### config.mk
export PLATFORM = sky130hd
export DESIGN_NAME = status_indicator_pins
export DESIGN_NICKNAME = d
export VERILOG_FILES = /design/src/rtl/activity_blinker.v /design/src/rtl/status_indicator_pins.v
export VERILOG_INCLUDE_DIRS = /design/src /design/src/rtl
export SDC_FILE = /design/constraint.sdc
export NUM_CORES = 1
export LEC_CHECK = 0
export BUFFER_PORTS_ARGS = -buffer_cell sky130_fd_sc_hd__clkbuf_2
export CAP_MARGIN = 10
export CORE_MARGIN = 2
export CORE_UTILIZATION = 59
export CTS_CLUSTER_DIAMETER = 200
export DETAILED_ROUTE_END_ITERATION = 12
export PLACE_DENSITY = 0.84
export SLEW_MARGIN = 5
export SYNTH_ARGS = -nofsm -noshare
export SYNTH_HDL_FRONTEND = slang
export SYNTH_SLANG_ARGS = --single-unit
### constraint.sdc
create_clock -name aclk -period 3.49 [get_ports aclk]
set_input_delay 0.698 -clock aclk [delete_from_list [all_inputs] [get_ports aclk]]
set_output_delay 0.698 -clock aclk [all_outputs]
set_load 0.1 [all_outputs]
### src/rtl/status_pins_defs.vh
// offsets, fields, reset values and timing for the status pin block
`ifndef STATUS_PINS_DEFS_VH
`define STATUS_PINS_DEFS_VH

// register byte offsets
`define OFS_PIN_MODE 8'h00
`define OFS_STAT1_CFG 8'h04
`define OFS_STAT2_CFG 8'h08
`define OFS_MAX_POWER 8'h0C
`define OFS_GPIO_CTRL 8'h10
`define OFS_STATUS 8'h14
`define OFS_RESET_CMD 8'h18

// pin mode fields
`define MODE_TX_IND_BIT 0
`define MODE_RX_IND_BIT 1
`define PIN_MODE_RESET 2'h0

// status output config fields
`define CFG_POL_BIT 0
`define CFG_BUSRST_BIT 1
`define CFG_SUSP_BIT 2
`define CFG_UNSAFE_BIT 3
`define CFG_OD_BIT 4
`define STAT1_CFG_RESET 5'h05
`define STAT2_CFG_RESET 5'h04

// current threshold of one unit load
`define MAX_POWER_LOW_LIMIT 8'h32
`define MAX_POWER_RESET 8'h32

// gpio control fields
`define GPIO_DIR8_BIT 0
`define GPIO_DIR9_BIT 1
`define GPIO_OUT8_BIT 2
`define GPIO_OUT9_BIT 3
`define GPIO_PU8_BIT 4
`define GPIO_PU9_BIT 5
`define GPIO_CTRL_RESET 6'h30

// reset command field
`define RESET_CMD_BIT 0

// timing
`define CLK_HZ 40000000
`define TOGGLE_MS 100
`define RESET_IN_MIN_US 15
`define RESET_DRIVE_CYCLES 16

// axi responses
`define RESP_OKAY 2'h0
`define RESP_SLVERR 2'h2

`endif

### src/rtl/activity_blinker.v
// toggles an indicator at a fixed interval while activity is present

module activity_blinker #(
  parameter HALF_CYCLES = 4000000
) (
  input wire aclk,
  input wire aresetn,
  input wire active,
  output reg blink
);

  reg [31:0] count;

  // count core clocks while busy, flip at each interval, rest high
  always @(posedge aclk)
  begin
    if (!aresetn)
    begin
      count <= 32'h0000_0000;
      blink <= 1'b1;
    end
    else if (!active)
    begin
      count <= 32'h0000_0000;
      blink <= 1'b1;
    end
    else if (count >= HALF_CYCLES - 1)
    begin
      count <= 32'h0000_0000;
      blink <= ~blink;
    end
    else
    begin
      count <= count + 32'h0000_0001;
    end
  end

endmodule // activity_blinker

### src/rtl/status_indicator_pins.v
// status pins: activity indicators, bus status outputs, reset pin
// Behaviour
// - tx indicator toggles at interval while transmitting
// - rx indicator toggles at interval while receiving
// - indicator pins reset to inputs with pull-up
// - data-line pull-up off without bus power
// - reset pin driven low on any reset
// - second status output, default active-low suspend
// - conditions: bus reset, suspend, unsafe current
// - unsafe current adds unconfigured when power high
// - status deasserts when no condition; first high
`include "status_pins_defs.vh"

module status_indicator_pins #(
  parameter TOGGLE_CYCLES = `CLK_HZ / 1000 * `TOGGLE_MS,
  parameter RESET_IN_CYCLES =
    (`RESET_IN_MIN_US * (`CLK_HZ / 1000000)),
  parameter DRIVE_CYCLES = `RESET_DRIVE_CYCLES
) (
  input wire aclk,
  input wire aresetn,
  input wire [7:0] s_axi_awaddr,
  input wire s_axi_awvalid,
  output wire s_axi_awready,
  input wire [31:0] s_axi_wdata,
  input wire [3:0] s_axi_wstrb,
  input wire s_axi_wvalid,
  output wire s_axi_wready,
  output reg [1:0] s_axi_bresp,
  output reg s_axi_bvalid,
  input wire s_axi_bready,
  input wire [7:0] s_axi_araddr,
  input wire s_axi_arvalid,
  output wire s_axi_arready,
  output reg [31:0] s_axi_rdata,
  output reg [1:0] s_axi_rresp,
  output reg s_axi_rvalid,
  input wire s_axi_rready,
  input wire uart_tx_busy,
  input wire uart_rx_busy,
  input wire bus_suspended,
  input wire bus_reset_active,
  input wire bus_configured,
  input wire bus_power_sense,
  output reg usb_data_pos_pullup_en,
  input wire chan_a_general_io_8_in,
  output reg chan_a_general_io_8_out,
  output reg chan_a_general_io_8_oe,
  output reg chan_a_general_io_8_pullup,
  input wire chan_a_general_io_9_in,
  output reg chan_a_general_io_9_out,
  output reg chan_a_general_io_9_oe,
  output reg chan_a_general_io_9_pullup,
  output reg bus_status_out_first,
  output reg bus_status_out_second,
  output reg bus_status_out_second_oe,
  input wire reset_pin_n_in,
  output wire reset_pin_n_out,
  output wire reset_pin_n_oe,
  output reg device_reset
);

  // status condition decode shared by both outputs
  function status_level;
    input [4:0] cfg;
    input rst_c;
    input susp_c;
    input unsafe_c;
    reg hit;
    begin
      hit = (cfg[`CFG_BUSRST_BIT] & rst_c) | (cfg[`CFG_SUSP_BIT] & susp_c)
        | (cfg[`CFG_UNSAFE_BIT] & unsafe_c);
      status_level = cfg[`CFG_POL_BIT] ? hit : ~hit;
    end
  endfunction

  reg [1:0] pin_mode;
  reg [4:0] stat1_cfg;
  reg [4:0] stat2_cfg;
  reg [7:0] max_power;
  reg [5:0] gpio_ctrl;
  reg soft_reset;
  reg [7:0] drive_cnt;
  reg [31:0] low_cnt;
  reg ext_reset;
  reg bus_reset_seen;
  wire tx_blink;
  wire rx_blink;
  wire wr_fire;
  wire cfg_reload;
  wire unsafe_now;
  wire stat2_level;
  wire [31:0] status_word;

  assign wr_fire = s_axi_awvalid & s_axi_wvalid & ~s_axi_bvalid;
  assign s_axi_awready = wr_fire;
  assign s_axi_wready = wr_fire;
  assign s_axi_arready = ~s_axi_rvalid;

  // any device reset reloads configuration to its defaults
  assign cfg_reload = !aresetn | device_reset;

  // bus write channel and writable registers
  always @(posedge aclk)
  begin
    if (cfg_reload)
    begin
      pin_mode <= `PIN_MODE_RESET;
      stat1_cfg <= `STAT1_CFG_RESET;
      stat2_cfg <= `STAT2_CFG_RESET;
      max_power <= `MAX_POWER_RESET;
      gpio_ctrl <= `GPIO_CTRL_RESET;
      soft_reset <= 1'b0;
    end
    else
    begin
      soft_reset <= 1'b0;
      if (wr_fire && s_axi_wstrb[0])
      begin
        case (s_axi_awaddr)
          `OFS_PIN_MODE: pin_mode <= s_axi_wdata[1:0];
          `OFS_STAT1_CFG: stat1_cfg <= s_axi_wdata[4:0];
          `OFS_STAT2_CFG: stat2_cfg <= s_axi_wdata[4:0];
          `OFS_MAX_POWER: max_power <= s_axi_wdata[7:0];
          `OFS_GPIO_CTRL: gpio_ctrl <= s_axi_wdata[5:0];
          `OFS_RESET_CMD: soft_reset <= s_axi_wdata[`RESET_CMD_BIT];
          default: soft_reset <= 1'b0;
        endcase
      end
    end
  end

  // write response, one cycle after both channels are taken
  always @(posedge aclk)
  begin
    if (!aresetn)
    begin
      s_axi_bvalid <= 1'b0;
      s_axi_bresp <= `RESP_OKAY;
    end
    else if (wr_fire)
    begin
      s_axi_bvalid <= 1'b1;
      case (s_axi_awaddr)
        `OFS_PIN_MODE, `OFS_STAT1_CFG, `OFS_STAT2_CFG, `OFS_MAX_POWER,
        `OFS_GPIO_CTRL, `OFS_RESET_CMD, `OFS_STATUS:
          s_axi_bresp <= `RESP_OKAY;
        default: s_axi_bresp <= `RESP_SLVERR;
      endcase
    end
    else if (s_axi_bready)
    begin
      s_axi_bvalid <= 1'b0;
    end
  end

  // live state seen by software
  assign status_word = {22'h00_0000, reset_pin_n_in, chan_a_general_io_9_in,
    chan_a_general_io_8_in, uart_rx_busy, uart_tx_busy, bus_configured,
    bus_reset_active, bus_suspended, bus_power_sense, unsafe_now};

  // read channel, data registered one cycle after address
  always @(posedge aclk)
  begin
    if (!aresetn)
    begin
      s_axi_rvalid <= 1'b0;
      s_axi_rdata <= 32'h0000_0000;
      s_axi_rresp <= `RESP_OKAY;
    end
    else if (s_axi_arvalid && !s_axi_rvalid)
    begin
      s_axi_rvalid <= 1'b1;
      s_axi_rresp <= `RESP_OKAY;
      case (s_axi_araddr)
        `OFS_PIN_MODE: s_axi_rdata <= {30'h0000_0000, pin_mode};
        `OFS_STAT1_CFG: s_axi_rdata <= {27'h000_0000, stat1_cfg};
        `OFS_STAT2_CFG: s_axi_rdata <= {27'h000_0000, stat2_cfg};
        `OFS_MAX_POWER: s_axi_rdata <= {24'h00_0000, max_power};
        `OFS_GPIO_CTRL: s_axi_rdata <= {26'h000_0000, gpio_ctrl};
        `OFS_STATUS: s_axi_rdata <= status_word;
        `OFS_RESET_CMD: s_axi_rdata <= 32'h0000_0000;
        default:
        begin
          s_axi_rdata <= 32'h0000_0000;
          s_axi_rresp <= `RESP_SLVERR;
        end
      endcase
    end
    else if (s_axi_rready)
    begin
      s_axi_rvalid <= 1'b0;
    end
  end

  // activity blinkers for transmit and receive
  activity_blinker #(
    .HALF_CYCLES(TOGGLE_CYCLES)
  ) u_tx_blink (
    .aclk(aclk),
    .aresetn(aresetn),
    .active(uart_tx_busy),
    .blink(tx_blink)
  );

  activity_blinker #(
    .HALF_CYCLES(TOGGLE_CYCLES)
  ) u_rx_blink (
    .aclk(aclk),
    .aresetn(aresetn),
    .active(uart_rx_busy),
    .blink(rx_blink)
  );

  // shared pins: indicator when selected, else plain gpio
  always @(posedge aclk)
  begin
    if (cfg_reload)
    begin
      chan_a_general_io_8_out <= 1'b1;
      chan_a_general_io_8_oe <= 1'b0;
      chan_a_general_io_8_pullup <= 1'b1;
      chan_a_general_io_9_out <= 1'b1;
      chan_a_general_io_9_oe <= 1'b0;
      chan_a_general_io_9_pullup <= 1'b1;
    end
    else
    begin
      if (pin_mode[`MODE_TX_IND_BIT])
      begin
        chan_a_general_io_8_out <= tx_blink;
        chan_a_general_io_8_oe <= 1'b1;
        chan_a_general_io_8_pullup <= 1'b0;
      end
      else
      begin
        chan_a_general_io_8_out <= gpio_ctrl[`GPIO_OUT8_BIT];
        chan_a_general_io_8_oe <= gpio_ctrl[`GPIO_DIR8_BIT];
        chan_a_general_io_8_pullup <= gpio_ctrl[`GPIO_PU8_BIT];
      end
      if (pin_mode[`MODE_RX_IND_BIT])
      begin
        chan_a_general_io_9_out <= rx_blink;
        chan_a_general_io_9_oe <= 1'b1;
        chan_a_general_io_9_pullup <= 1'b0;
      end
      else
      begin
        chan_a_general_io_9_out <= gpio_ctrl[`GPIO_OUT9_BIT];
        chan_a_general_io_9_oe <= gpio_ctrl[`GPIO_DIR9_BIT];
        chan_a_general_io_9_pullup <= gpio_ctrl[`GPIO_PU9_BIT];
      end
    end
  end

  // unsafe current: suspended, or unconfigured on a high power setting
  assign unsafe_now = bus_suspended |
    ((max_power > `MAX_POWER_LOW_LIMIT) & ~bus_configured);
  assign stat2_level = status_level(stat2_cfg, bus_reset_active,
    bus_suspended, unsafe_now);

  // status outputs and data-line pull-up
  always @(posedge aclk)
  begin
    if (!aresetn)
    begin
      bus_status_out_first <= 1'b0;
      bus_status_out_second <= 1'b1;
      bus_status_out_second_oe <= 1'b1;
      usb_data_pos_pullup_en <= 1'b0;
    end
    else
    begin
      bus_status_out_first <= status_level(stat1_cfg, bus_reset_active,
        bus_suspended, unsafe_now);
      bus_status_out_second <= stat2_level;
      bus_status_out_second_oe <= ~stat2_cfg[`CFG_OD_BIT] | ~stat2_level;
      usb_data_pos_pullup_en <= bus_power_sense & ~device_reset;
    end
  end

  // external reset detect and reset pin drive stretch
  always @(posedge aclk)
  begin
    if (!aresetn)
    begin
      drive_cnt <= DRIVE_CYCLES[7:0];
      low_cnt <= 32'h0000_0000;
      ext_reset <= 1'b0;
      bus_reset_seen <= 1'b0;
      device_reset <= 1'b1;
    end
    else
    begin
      bus_reset_seen <= bus_reset_active;
      ext_reset <= 1'b0;
      if (drive_cnt != 8'h00 || reset_pin_n_in)
      begin
        low_cnt <= 32'h0000_0000;
      end
      else if (low_cnt == RESET_IN_CYCLES - 1)
      begin
        low_cnt <= low_cnt + 32'h0000_0001;
        ext_reset <= 1'b1;
      end
      else if (low_cnt < RESET_IN_CYCLES)
      begin
        low_cnt <= low_cnt + 32'h0000_0001;
      end
      if (soft_reset || ext_reset || (bus_reset_active && !bus_reset_seen))
      begin
        drive_cnt <= DRIVE_CYCLES[7:0];
      end
      else if (drive_cnt != 8'h00)
      begin
        drive_cnt <= drive_cnt - 8'h01;
      end
      device_reset <= (drive_cnt > 8'h01) | soft_reset | ext_reset;
    end
  end

  // open-drain reset pin: only ever pulls low
  assign reset_pin_n_out = 1'b0;
  assign reset_pin_n_oe = !aresetn | (drive_cnt != 8'h00);

endmodule // status_indicator_pins

==> results of run 1 <==
==> worst min-delay path by stage <==
stage,startpoint,end,slack [ps],depth (start not counted)
2_1_floorplan,stat2_cfg[4],bus_status_out_second_oe,400,1
3_3_place_gp,u_rx_blink.count[0],u_rx_blink.count[0],430,1
3_5_place_dp,stat2_cfg[4],bus_status_out_second_oe,430,1
4_1_cts,s_axi_arvalid,s_axi_rvalid,400,2
5_1_grt,s_axi_arvalid,s_axi_rvalid,410,2
6_report,s_axi_arvalid,s_axi_rvalid,410,2
==> power by group <==
group / leakage, uW / internal (uW) / switching (uW)
logic: 0.00134 / 85.8 / 309
registers: 0.00130 / 1860 / 25.2
clock network: 0.000281 / 1050 / 758
==> through the flow <==
stage,cell area [um^2],hold WS [ps],instances
5_1_grt,7482,412.5,942
4_1_cts,7480,402.8,941
2_1_floorplan,6636,395.3,745
3_5_place_dp,6895,428.1,909
3_3_place_gp,6895,427.2,909
6_report,7482,413.4,942
==> critical path: stages, from the launching register on <==
cell and delay [ps]:
sky130_fd_sc_hd__dfxtp_1 350, sky130_fd_sc_hd__nor4_1 680, sky130_fd_sc_hd__and3_1 320, sky130_fd_sc_hd__nand2_1 70, sky130_fd_sc_hd__clkbuf_2 360
==> area by class of cell <==
type / instances / area, um^2 / area share [%]
timing repair buffer: 72 / 367.9 / 4.916
antenna: 1 / 2.502 / 0.03344
clock buffer: 19 / 431.7 / 5.769
sequential: 160 / 3203 / 42.81
multi-input combinational: 522 / 3093 / 41.34
tap: 140 / 175.2 / 2.341
inverter: 15 / 56.30 / 0.7525
clock inverter: 13 / 152.6 / 2.040
==> per-layer routing <==
metal	track usage, %	share of wire [%]	up-vias
met3	6.097	4.9	22
met1	27.49	42	2480
li1	-	-	2550
met5	0	0	-
met2	42.86	51	157
met4	10.16	1.8	0
==> placed cells by master (no fill, tap or decap), types with 3 or more instances in the layout <==
cell type / n
sky130_fd_sc_hd__nor2_1: 93
sky130_fd_sc_hd__dfxtp_1: 160
sky130_fd_sc_hd__or4_1: 8
sky130_fd_sc_hd__conb_1: 45
sky130_fd_sc_hd__inv_6: 3
sky130_fd_sc_hd__nor4_1: 13
sky130_fd_sc_hd__nand4_1: 10
sky130_fd_sc_hd__a21oi_1: 17
sky130_fd_sc_hd__a21boi_0: 3
sky130_fd_sc_hd__buf_4: 3
sky130_fd_sc_hd__clkinv_4: 4
sky130_fd_sc_hd__a222oi_1: 6
sky130_fd_sc_hd__nor3_1: 15
sky130_fd_sc_hd__mux2i_1: 16
sky130_fd_sc_hd__and2_1: 26
sky130_fd_sc_hd__o21ai_0: 18
sky130_fd_sc_hd__xor2_1: 22
sky130_fd_sc_hd__nand2b_1: 6
sky130_fd_sc_hd__and4_1: 7
sky130_fd_sc_hd__nand2_1: 52
sky130_fd_sc_hd__inv_1: 15
sky130_fd_sc_hd__a31oi_1: 5
sky130_fd_sc_hd__nand3_1: 45
sky130_fd_sc_hd__nand3b_1: 6
sky130_fd_sc_hd__and3_1: 15
sky130_fd_sc_hd__xnor2_1: 28
sky130_fd_sc_hd__o22ai_1: 3
sky130_fd_sc_hd__a22oi_1: 5
sky130_fd_sc_hd__nor2b_1: 8
sky130_fd_sc_hd__ha_1: 6
sky130_fd_sc_hd__o31ai_1: 4
sky130_fd_sc_hd__nor3b_1: 7
sky130_fd_sc_hd__clkbuf_2: 69
sky130_fd_sc_hd__nor4_2: 4
sky130_fd_sc_hd__o2111ai_1: 3
sky130_fd_sc_hd__clkbuf_16: 16
==> registers in the layout, summed over array words and instances (netlist names), 2 cells and up <==
| signal | count |
|---|---|
| gpio_ctrl | 6 |
| low_cnt | 32 |
| max_power | 8 |
| stat2_cfg | 5 |
| stat1_cfg | 5 |
| u_rx_blink.count | 32 |
| u_tx_blink.count | 32 |
| drive_cnt | 8 |
| pin_mode | 2 |
| s_axi_rdata | 10 |
==> logic make-up (layout without fill, tap and decap cells) <==
family,after synthesis,after routing,share of synthesized area (%)
and+or+nand+nor,324,324,26.10
adders and majority gates,6,6,1.160
xor gates and xnor gates,50,50,6.767
other,1,46,0.05795
buffers and inverters,63,119,5.298
AOI/OAI and AO/OA,79,79,8.121
muxes,18,18,2.997
DFF,160,160,49.50
==> results summary, run 1 <==
The run finished with clean final reports. The total clock buffers created by CTS came out at 17. The synthesis-to-layout area growth is 15.62%.

By count the netlist is led by sky130_fd_sc_hd__dfxtp_1 (160), sky130_fd_sc_hd__nor2_1 (93), sky130_fd_sc_hd__nand2_1 (52), sky130_fd_sc_hd__nand3_1 (45), sky130_fd_sc_hd__xnor2_1 (28). The end-of-flow core utilization is 69.33%. The setup slack of the critical path after layout is 476.7 ps. The row count is 38.

In the synthesized netlist the dominant register cell turns out to be sky130_fd_sc_hd__dfxtp_1. The number of synthesized flops with an enable pin is 0. The floorplan step defined a core boundary enclosing 0.01079 mm^2. Setup repair after global routing left no endpoint under its margin. The total routed wirelength is 13930 um. Buffers placed on the I/O ports in this run total 69. The clock skew after layout is 7.083 ps. The number of global-route vias before repair came out at 5091. The clock network latency to the later pin of the worst-skew pair came out at 530 ps.

The count of max-cap constraint violations came out at 0. The total number of clock tree sinks came out at 160. The final routed wire length divided by cell count came out at 14.78 um. The critical path ends at reset_pin_n_oe. The portion of synthesized cell area occupied by the leading cell type is 49.50%. The post-synthesis instance area is 0.006471 mm^2. The chip height came out at 108.7 um.

The pin count of the biggest net entering global routing is 25. The arrival time of data at the critical path endpoint came out at 2320 ps. The initial standard-cell utilization of the core is 59.96%. Counting flops with an async set or reset pin after synthesis yields a share of 0%.

The number of vias in the routed layout is 5209. The post-CTS setup buffer count came out at 0. The reg2reg setup slack came out at 1190 ps. The transition time at the pin with the least slew margin is 874.1 ps. The remaining max-slew budget at the tightest pin came out at 41.46%. The total of hold buffers inserted after clock tree synthesis came out at 0. The clock passes through at most 2 buffers. The global-route wire length before repair came out at 22430 um. In this run the critical register-to-register path is launched from low_cnt[26]. In this run the critical register-to-register path is captured at low_cnt[8]. The number of DRC markers in iteration 0 is 433. The post-detailed-route count of antenna-violating nets came out at 0. The required time at the worst-slack endpoint came out at 2790 ps. The static leakage power is 0.002923 uW. TritonCTS built the clock tree.

The path depth of the worst reg2reg path is 5. The nature of the critical path endpoint is a primary output. The floorplan step defined a die boundary enclosing 0.01182 mm^2.

Routability-driven placement finished with a final weighted congestion of 0.8711. The floorplan step set the die width to 108.7 um. Summing internal, switching and leakage power gives 4093 uW. The synthesized design spends more area on one cell type than any other, namely sky130_fd_sc_hd__dfxtp_1. The number of different library cells in the post-synthesis netlist came out at 56. The maximum net fanout on the critical path is 5.

The number of nets in the finished design is 862. The synthesized netlist cell count came out at 701. Clock tree synthesis selected as its root buffer the cell sky130_fd_sc_hd__clkbuf_8. The share of the yosys chip area belonging to registers came out at 49.50%.

The number of setup violations in the final report came out at 0. The worst setup path is launched from a flop. The number of top-level design ports is 122. Sorting the synthesized cells by area gives the leading types as sky130_fd_sc_hd__dfxtp_1 (49%), sky130_fd_sc_hd__nor2_1 (5.4%), sky130_fd_sc_hd__xnor2_1 (3.8%). The number of register bits inferred by synthesis came out at 160. The quantity of gates resized following cts came out at 0.

IR analysis of the VDD net gives a maximum drop of 0.0004931 V. The H-tree depth reported by CTS came out at 4. Static timing analysis puts the maximum clock frequency at 331.9 MHz. The critical path in this run is classified as flop to primary output. The clock-pin transition on the worst setup and hold timing paths is 70 ps. In this run the worst hold path is classified as input port to flop. The power density over the cells is 547.0 mW/mm^2.

The setup slack at placement is 703.2 ps. The detailed placer's ending HPWL came out at 9915 um. The global route total overflow came out at 0.

The setup TNS came out at 0 ps. The average instance area after synthesis came out at 9.231 um^2. Tracing the worst setup path back leads to its startpoint at drive_cnt[2]. The final number of hold-violating endpoints is 0.

The warning count from the yosys run came out at 0. The ratio of final minimum period to clock period came out at 86.34%. The number of remaining DRC errors is 0. The number of antenna violations at the first check in global routing is 1.

The via count normalized by instance count is 5.530. The share of final-layout standard cells stronger than drive strength 1 came out at 14.23%. For the finished layout, the period the worst path requires is 3013 ps. The overall track demand over capacity in global routing is 24.13%.

The count of pins over their slew limit is 0. Counting the fill cells in the layout gives 817. The cell with the most instances after synthesis is sky130_fd_sc_hd__dfxtp_1. The number of detailed-route iterations in the first pass came out at 6.
Power figures use the tool's default switching activity.
==> run 2: changes to the inputs <==
Settings changed: ABC_AREA from default to 1, CORE_UTILIZATION 59 to 60, PLACE_DENSITY 0.84 to 0.85.
==> results summary, run 2 <==
The quantity of gates resized following cts is 0 (unchanged). The path depth of the worst reg2reg path is 10 (+5). The worst setup path is captured at a primary output.

The H-tree depth reported by CTS is 4 (unchanged). The placed cell count is 1138 (+25%). The worst IR drop on VDD came out at 0.0004178 V (-15%).

The clock skew after layout came out at 6.628 ps (-0.4547 ps). The final period demand of the worst path is 2524 ps (-488.9 ps). The post-synthesis instance area is 0.006968 mm^2 (+7.7%). In the layout the commonest cells are sky130_fd_sc_hd__nand2_1 (165), sky130_fd_sc_hd__dfxtp_1 (160), sky130_fd_sc_hd__inv_1 (130), sky130_fd_sc_hd__nor2_1 (127), sky130_fd_sc_hd__clkbuf_2 (69). The number of setup violations in the final report is 0 (unchanged). The number of global-route vias before repair is 5319 (+4.5%). The area of all placed cells without fillers came out at 0.007993 mm^2 (+6.8%). The total of hold buffers inserted after clock tree synthesis came to 0 (unchanged). The met2 track utilization from global routing came out at 38.14% (-4.7 points). The initial standard-cell utilization of the core came out at 61.29% (+1.3 points). The origin of the worst min-delay path is low_cnt[12]. The post-CTS setup buffer count was 0 (unchanged).

The switching power summed over all nets is 1056 uW (-3.3%). The synthesis-to-layout area growth is 14.71%. The tree is rooted in a sky130_fd_sc_hd__clkbuf_16.

The terminus of the critical flop-to-flop path is u_tx_blink.count[7]. After global routing, the most crowded layer is met2. The maximum net fanout on the critical path is 6 (+1).

The worst setup path is launched from a flop. The global-route wire length before repair is 23390 um (+4.3%). The ratio of final minimum period to clock period is 72.33% (-14 points).

The arrival time of data at the critical path endpoint came out at 1830 ps (-490 ps). The placer congestion estimate is 0.8856 (+1.7%). The buffer levels on the longest clock path is 2 (unchanged). The remaining max-slew budget at the tightest pin came out at 63.41% (+22 points). The number of vias in the routed layout is 5860 (+12%). The number of DRC markers in iteration 0 came out at 313 (-28%). The number of synthesized flops with an enable pin is 0 (unchanged).

The portion of synthesized cell area occupied by the leading cell type is 45.97% (-3.5 points). The number of register bits inferred by synthesis came to 160 (unchanged). The flow ran to the end, and the final reports show no timing, DRC or antenna violations. The power density over the cells came to 531.6 mW/mm^2 (-2.8%). In this run the worst hold path is classified as flop to flop. The number of different library cells in the post-synthesis netlist came out at 44 (-21%). The delay contributed by the slowest stage of the critical path was 470 ps (-210 ps).

The final routed wire length divided by cell count came out at 11.94 um (-19%). The number of detailed-route iterations in the first pass is 7 (+1). The post-route total power is 4249 uW (+3.8%).

The clock-pin transition on the worst setup and hold timing paths came out at 60 ps (about the same). The count of max-cap constraint violations came out at 0 (unchanged). The chip height came to 111.8 um (+2.8%).

The via count normalized by instance count is 5.017 (-9.3%). The post-detailed-route count of antenna-violating nets is 0 (unchanged). The worst register-to-register path begins at u_tx_blink.count[0]. The die area is 0.01249 mm^2 (+5.7%). The routing usage on met3 came out at 6.151% (+0.055 points).

The TritonCTS clock tree is done. The critical path start-end classification is flop to primary output. The number of remaining DRC errors was 0 (unchanged). The transition time at the pin with the least slew margin is 551.2 ps (-322.9 ps). The worst hold path terminates at low_cnt[12]. The biggest area contributor in the post-synthesis netlist is sky130_fd_sc_hd__dfxtp_1.

The largest individual stage delay along the critical path comes from the cell sky130_fd_sc_hd__clkbuf_2. The global route total overflow is 0 (unchanged). The area of the placeable core came to 0.01137 mm^2 (+5.3%).

The setup TNS came to 0 ps (unchanged). The clock network latency to the later pin of the worst-skew pair is 430 ps (-100 ps). The share of the yosys chip area belonging to registers is 45.97% (-3.5 points).

The total clock buffers created by CTS came out at 17 (unchanged). The horizontal die dimension is 111.8 um (+2.8%). The placed instance area came out at 0.007371 mm^2 (+6.9%). The static leakage power is 0.003255 uW (+11%). The critical path goes through inv_1 -> ha_1 -> nand2_1 -> nor2_4 -> nand2_4 -> clkbuf_2. The required time at the worst-slack endpoint came out at 2790 ps (about the same). The largest registers in the layout are low_cnt x32, u_rx_blink.count x32, u_tx_blink.count x32.

The number of cells in the finished layout apart from fillers is 1168 (+24%). The number of top-level design ports came out at 122 (unchanged). The logic gate share of total power is 9.4% (-0.3 points).

The average instance area after synthesis came out at 7.574 um^2 (-18%). The number of antenna violations at the first check in global routing was 0 (-1). The total routed wirelength was 13950 um (+0.17%).

Setup repair after global routing left no endpoint under its margin. The library cell used most frequently in the layout, excluding fill and tap cells, is sky130_fd_sc_hd__nand2_1. The synthesized netlist cell count is 920 (+31%). The count of pins over their slew limit came out at 0 (unchanged). The cell with the most instances after synthesis is sky130_fd_sc_hd__nand2_1. The detailed placer's ending HPWL is 10180 um (+2.6%). The timing-limited maximum frequency was 396.1 MHz (+19%). The worst hold path stage count came to 2 (unchanged). The row count came to 39 (+2.6%). Sorting the synthesized cells by how often they occur yields sky130_fd_sc_hd__nand2_1 (165), sky130_fd_sc_hd__dfxtp_1 (160), sky130_fd_sc_hd__inv_1 (130), sky130_fd_sc_hd__nor2_1 (127), sky130_fd_sc_hd__a21oi_1 (52). The clock network fraction of design power came to 46.2% (+2.0 points). The final-layout fill cell count was 885 (+8.3%).

The antenna diode count came out at 0 (-1). The reg2reg setup slack is 1640 ps (+450 ps). The overall track demand over capacity in global routing is 22.97% (-1.2 points). The pin count of the biggest net entering global routing is 31 (+24%). The register share of total power came out at 44.3% (-1.8 points). Ranked by total cell area, the synthesized netlist is headed by sky130_fd_sc_hd__dfxtp_1 (46%), sky130_fd_sc_hd__nand2_1 (8.9%), sky130_fd_sc_hd__inv_1 (7.0%). The number of nets in the finished design was 1088 (+26%). The warning count from the yosys run came out at 0 (unchanged).

The switching part of the total is 24.86% (-1.8 points). The routing usage on met1 came to 28.32% (+0.83 points). The internal power consumption came out at 3193 uW (+6.4%). The total number of clock tree sinks came out at 160 (unchanged).

The share of flip-flops with an asynchronous set or reset is 0% (unchanged). The share of final-layout standard cells stronger than drive strength 1 is 13.95% (-0.28 points). Among all flip-flop cells after synthesis, the most frequent one is sky130_fd_sc_hd__dfxtp_1. The final number of hold-violating endpoints is 0 (unchanged). The number of buffers added on ports came out at 69 (unchanged).
## run 2: changes by cell type in the layout (fill, tap and decap cells not counted), sizes merged, moves of 17 or more
cell / previous run / this run
inv: 19 / 136
nor3: 15 / 33
nor2: 93 / 147
a21oi: 17 / 52
and2: 27 / 0
nand2: 52 / 171
xnor2: 28 / 11
o21ai: 18 / 43
## run 2: cell type report
type                            count  area (um^2)  share of cell area (%)
Sequential cell                   160         3203                   40.08
Multi-Input combinational cell    629         3123                   39.07
Inverter                          136        513.0                   6.418
Clock buffer                       19        432.9                   5.416
Timing Repair Buffer               70        352.8                   4.415
Clock inverter                     11        188.9                   2.364
Tap cell                          143        178.9                   2.239
## run 2: worst max path at each step
stage,from,endpoint,slack [ps],cells after the start
floorplan,s_axi_rvalid,s_axi_rvalid,840,5
global placement,aresetn,reset_pin_n_oe,1160,3
detailed placement,aresetn,reset_pin_n_oe,1170,3
CTS,drive_cnt[0],reset_pin_n_oe,960,6
global route,drive_cnt[0],reset_pin_n_oe,840,6
finish,drive_cnt[0],reset_pin_n_oe,970,6
## run 2: worst max-delay path: cells and delay by family, from the launching register on
kind / cells / cell delay (ps)
buffers and inverters: 2 / 580
flip-flops: 1 / 350
AND/OR/NAND/NOR: 3 / 260
adder cells (fa/ha/maj): 1 / 210
## run 2: per-layer routing
metal | vias to the layer above | routed length, um
met1 | 2647 | 6384
li1 | 3048 | -
met5 | - | 0
met2 | 138 | 6549
met3 | 27 | 741
met4 | 0 | 274
## run 2: power groups by stage
stage                     combinational (uW)  sequential (uW)  clock (uW)
after global routing                     428             1890        2060
after detailed placement                 398             1920           0
final                                    400             1880        1970
after global placement                   394             1920           0
after CTS                                399             1880        1990
after floorplan                          287             1990           0
## run 2: cell families after synthesis
| logic type | after synthesis | synth area share (%) |
|---|---|---|
| other cells | 1 | 0.05382 |
| fa+ha+maj | 6 | 1.077 |
| xor+xnor | 27 | 3.394 |
| simple gates | 430 | 28.35 |
| flops | 160 | 45.97 |
| buf+inv | 175 | 11.58 |
| compound gates | 121 | 9.571 |
## run 2: stage by stage
| step | setup slack [ps] | hold slack, ps | utilization, % |
|---|---|---|---|
| finish | 965.6 | 424.3 | 70.30 |
| global route | 844.9 | 439.1 | 70.30 |
| CTS | 956.9 | 426.1 | 70.30 |
| detailed placement | 1165 | 417.0 | 64.83 |
| global placement | 1164 | 414.5 | 64.83 |
| floorplan | 837.8 | 399.9 | - |
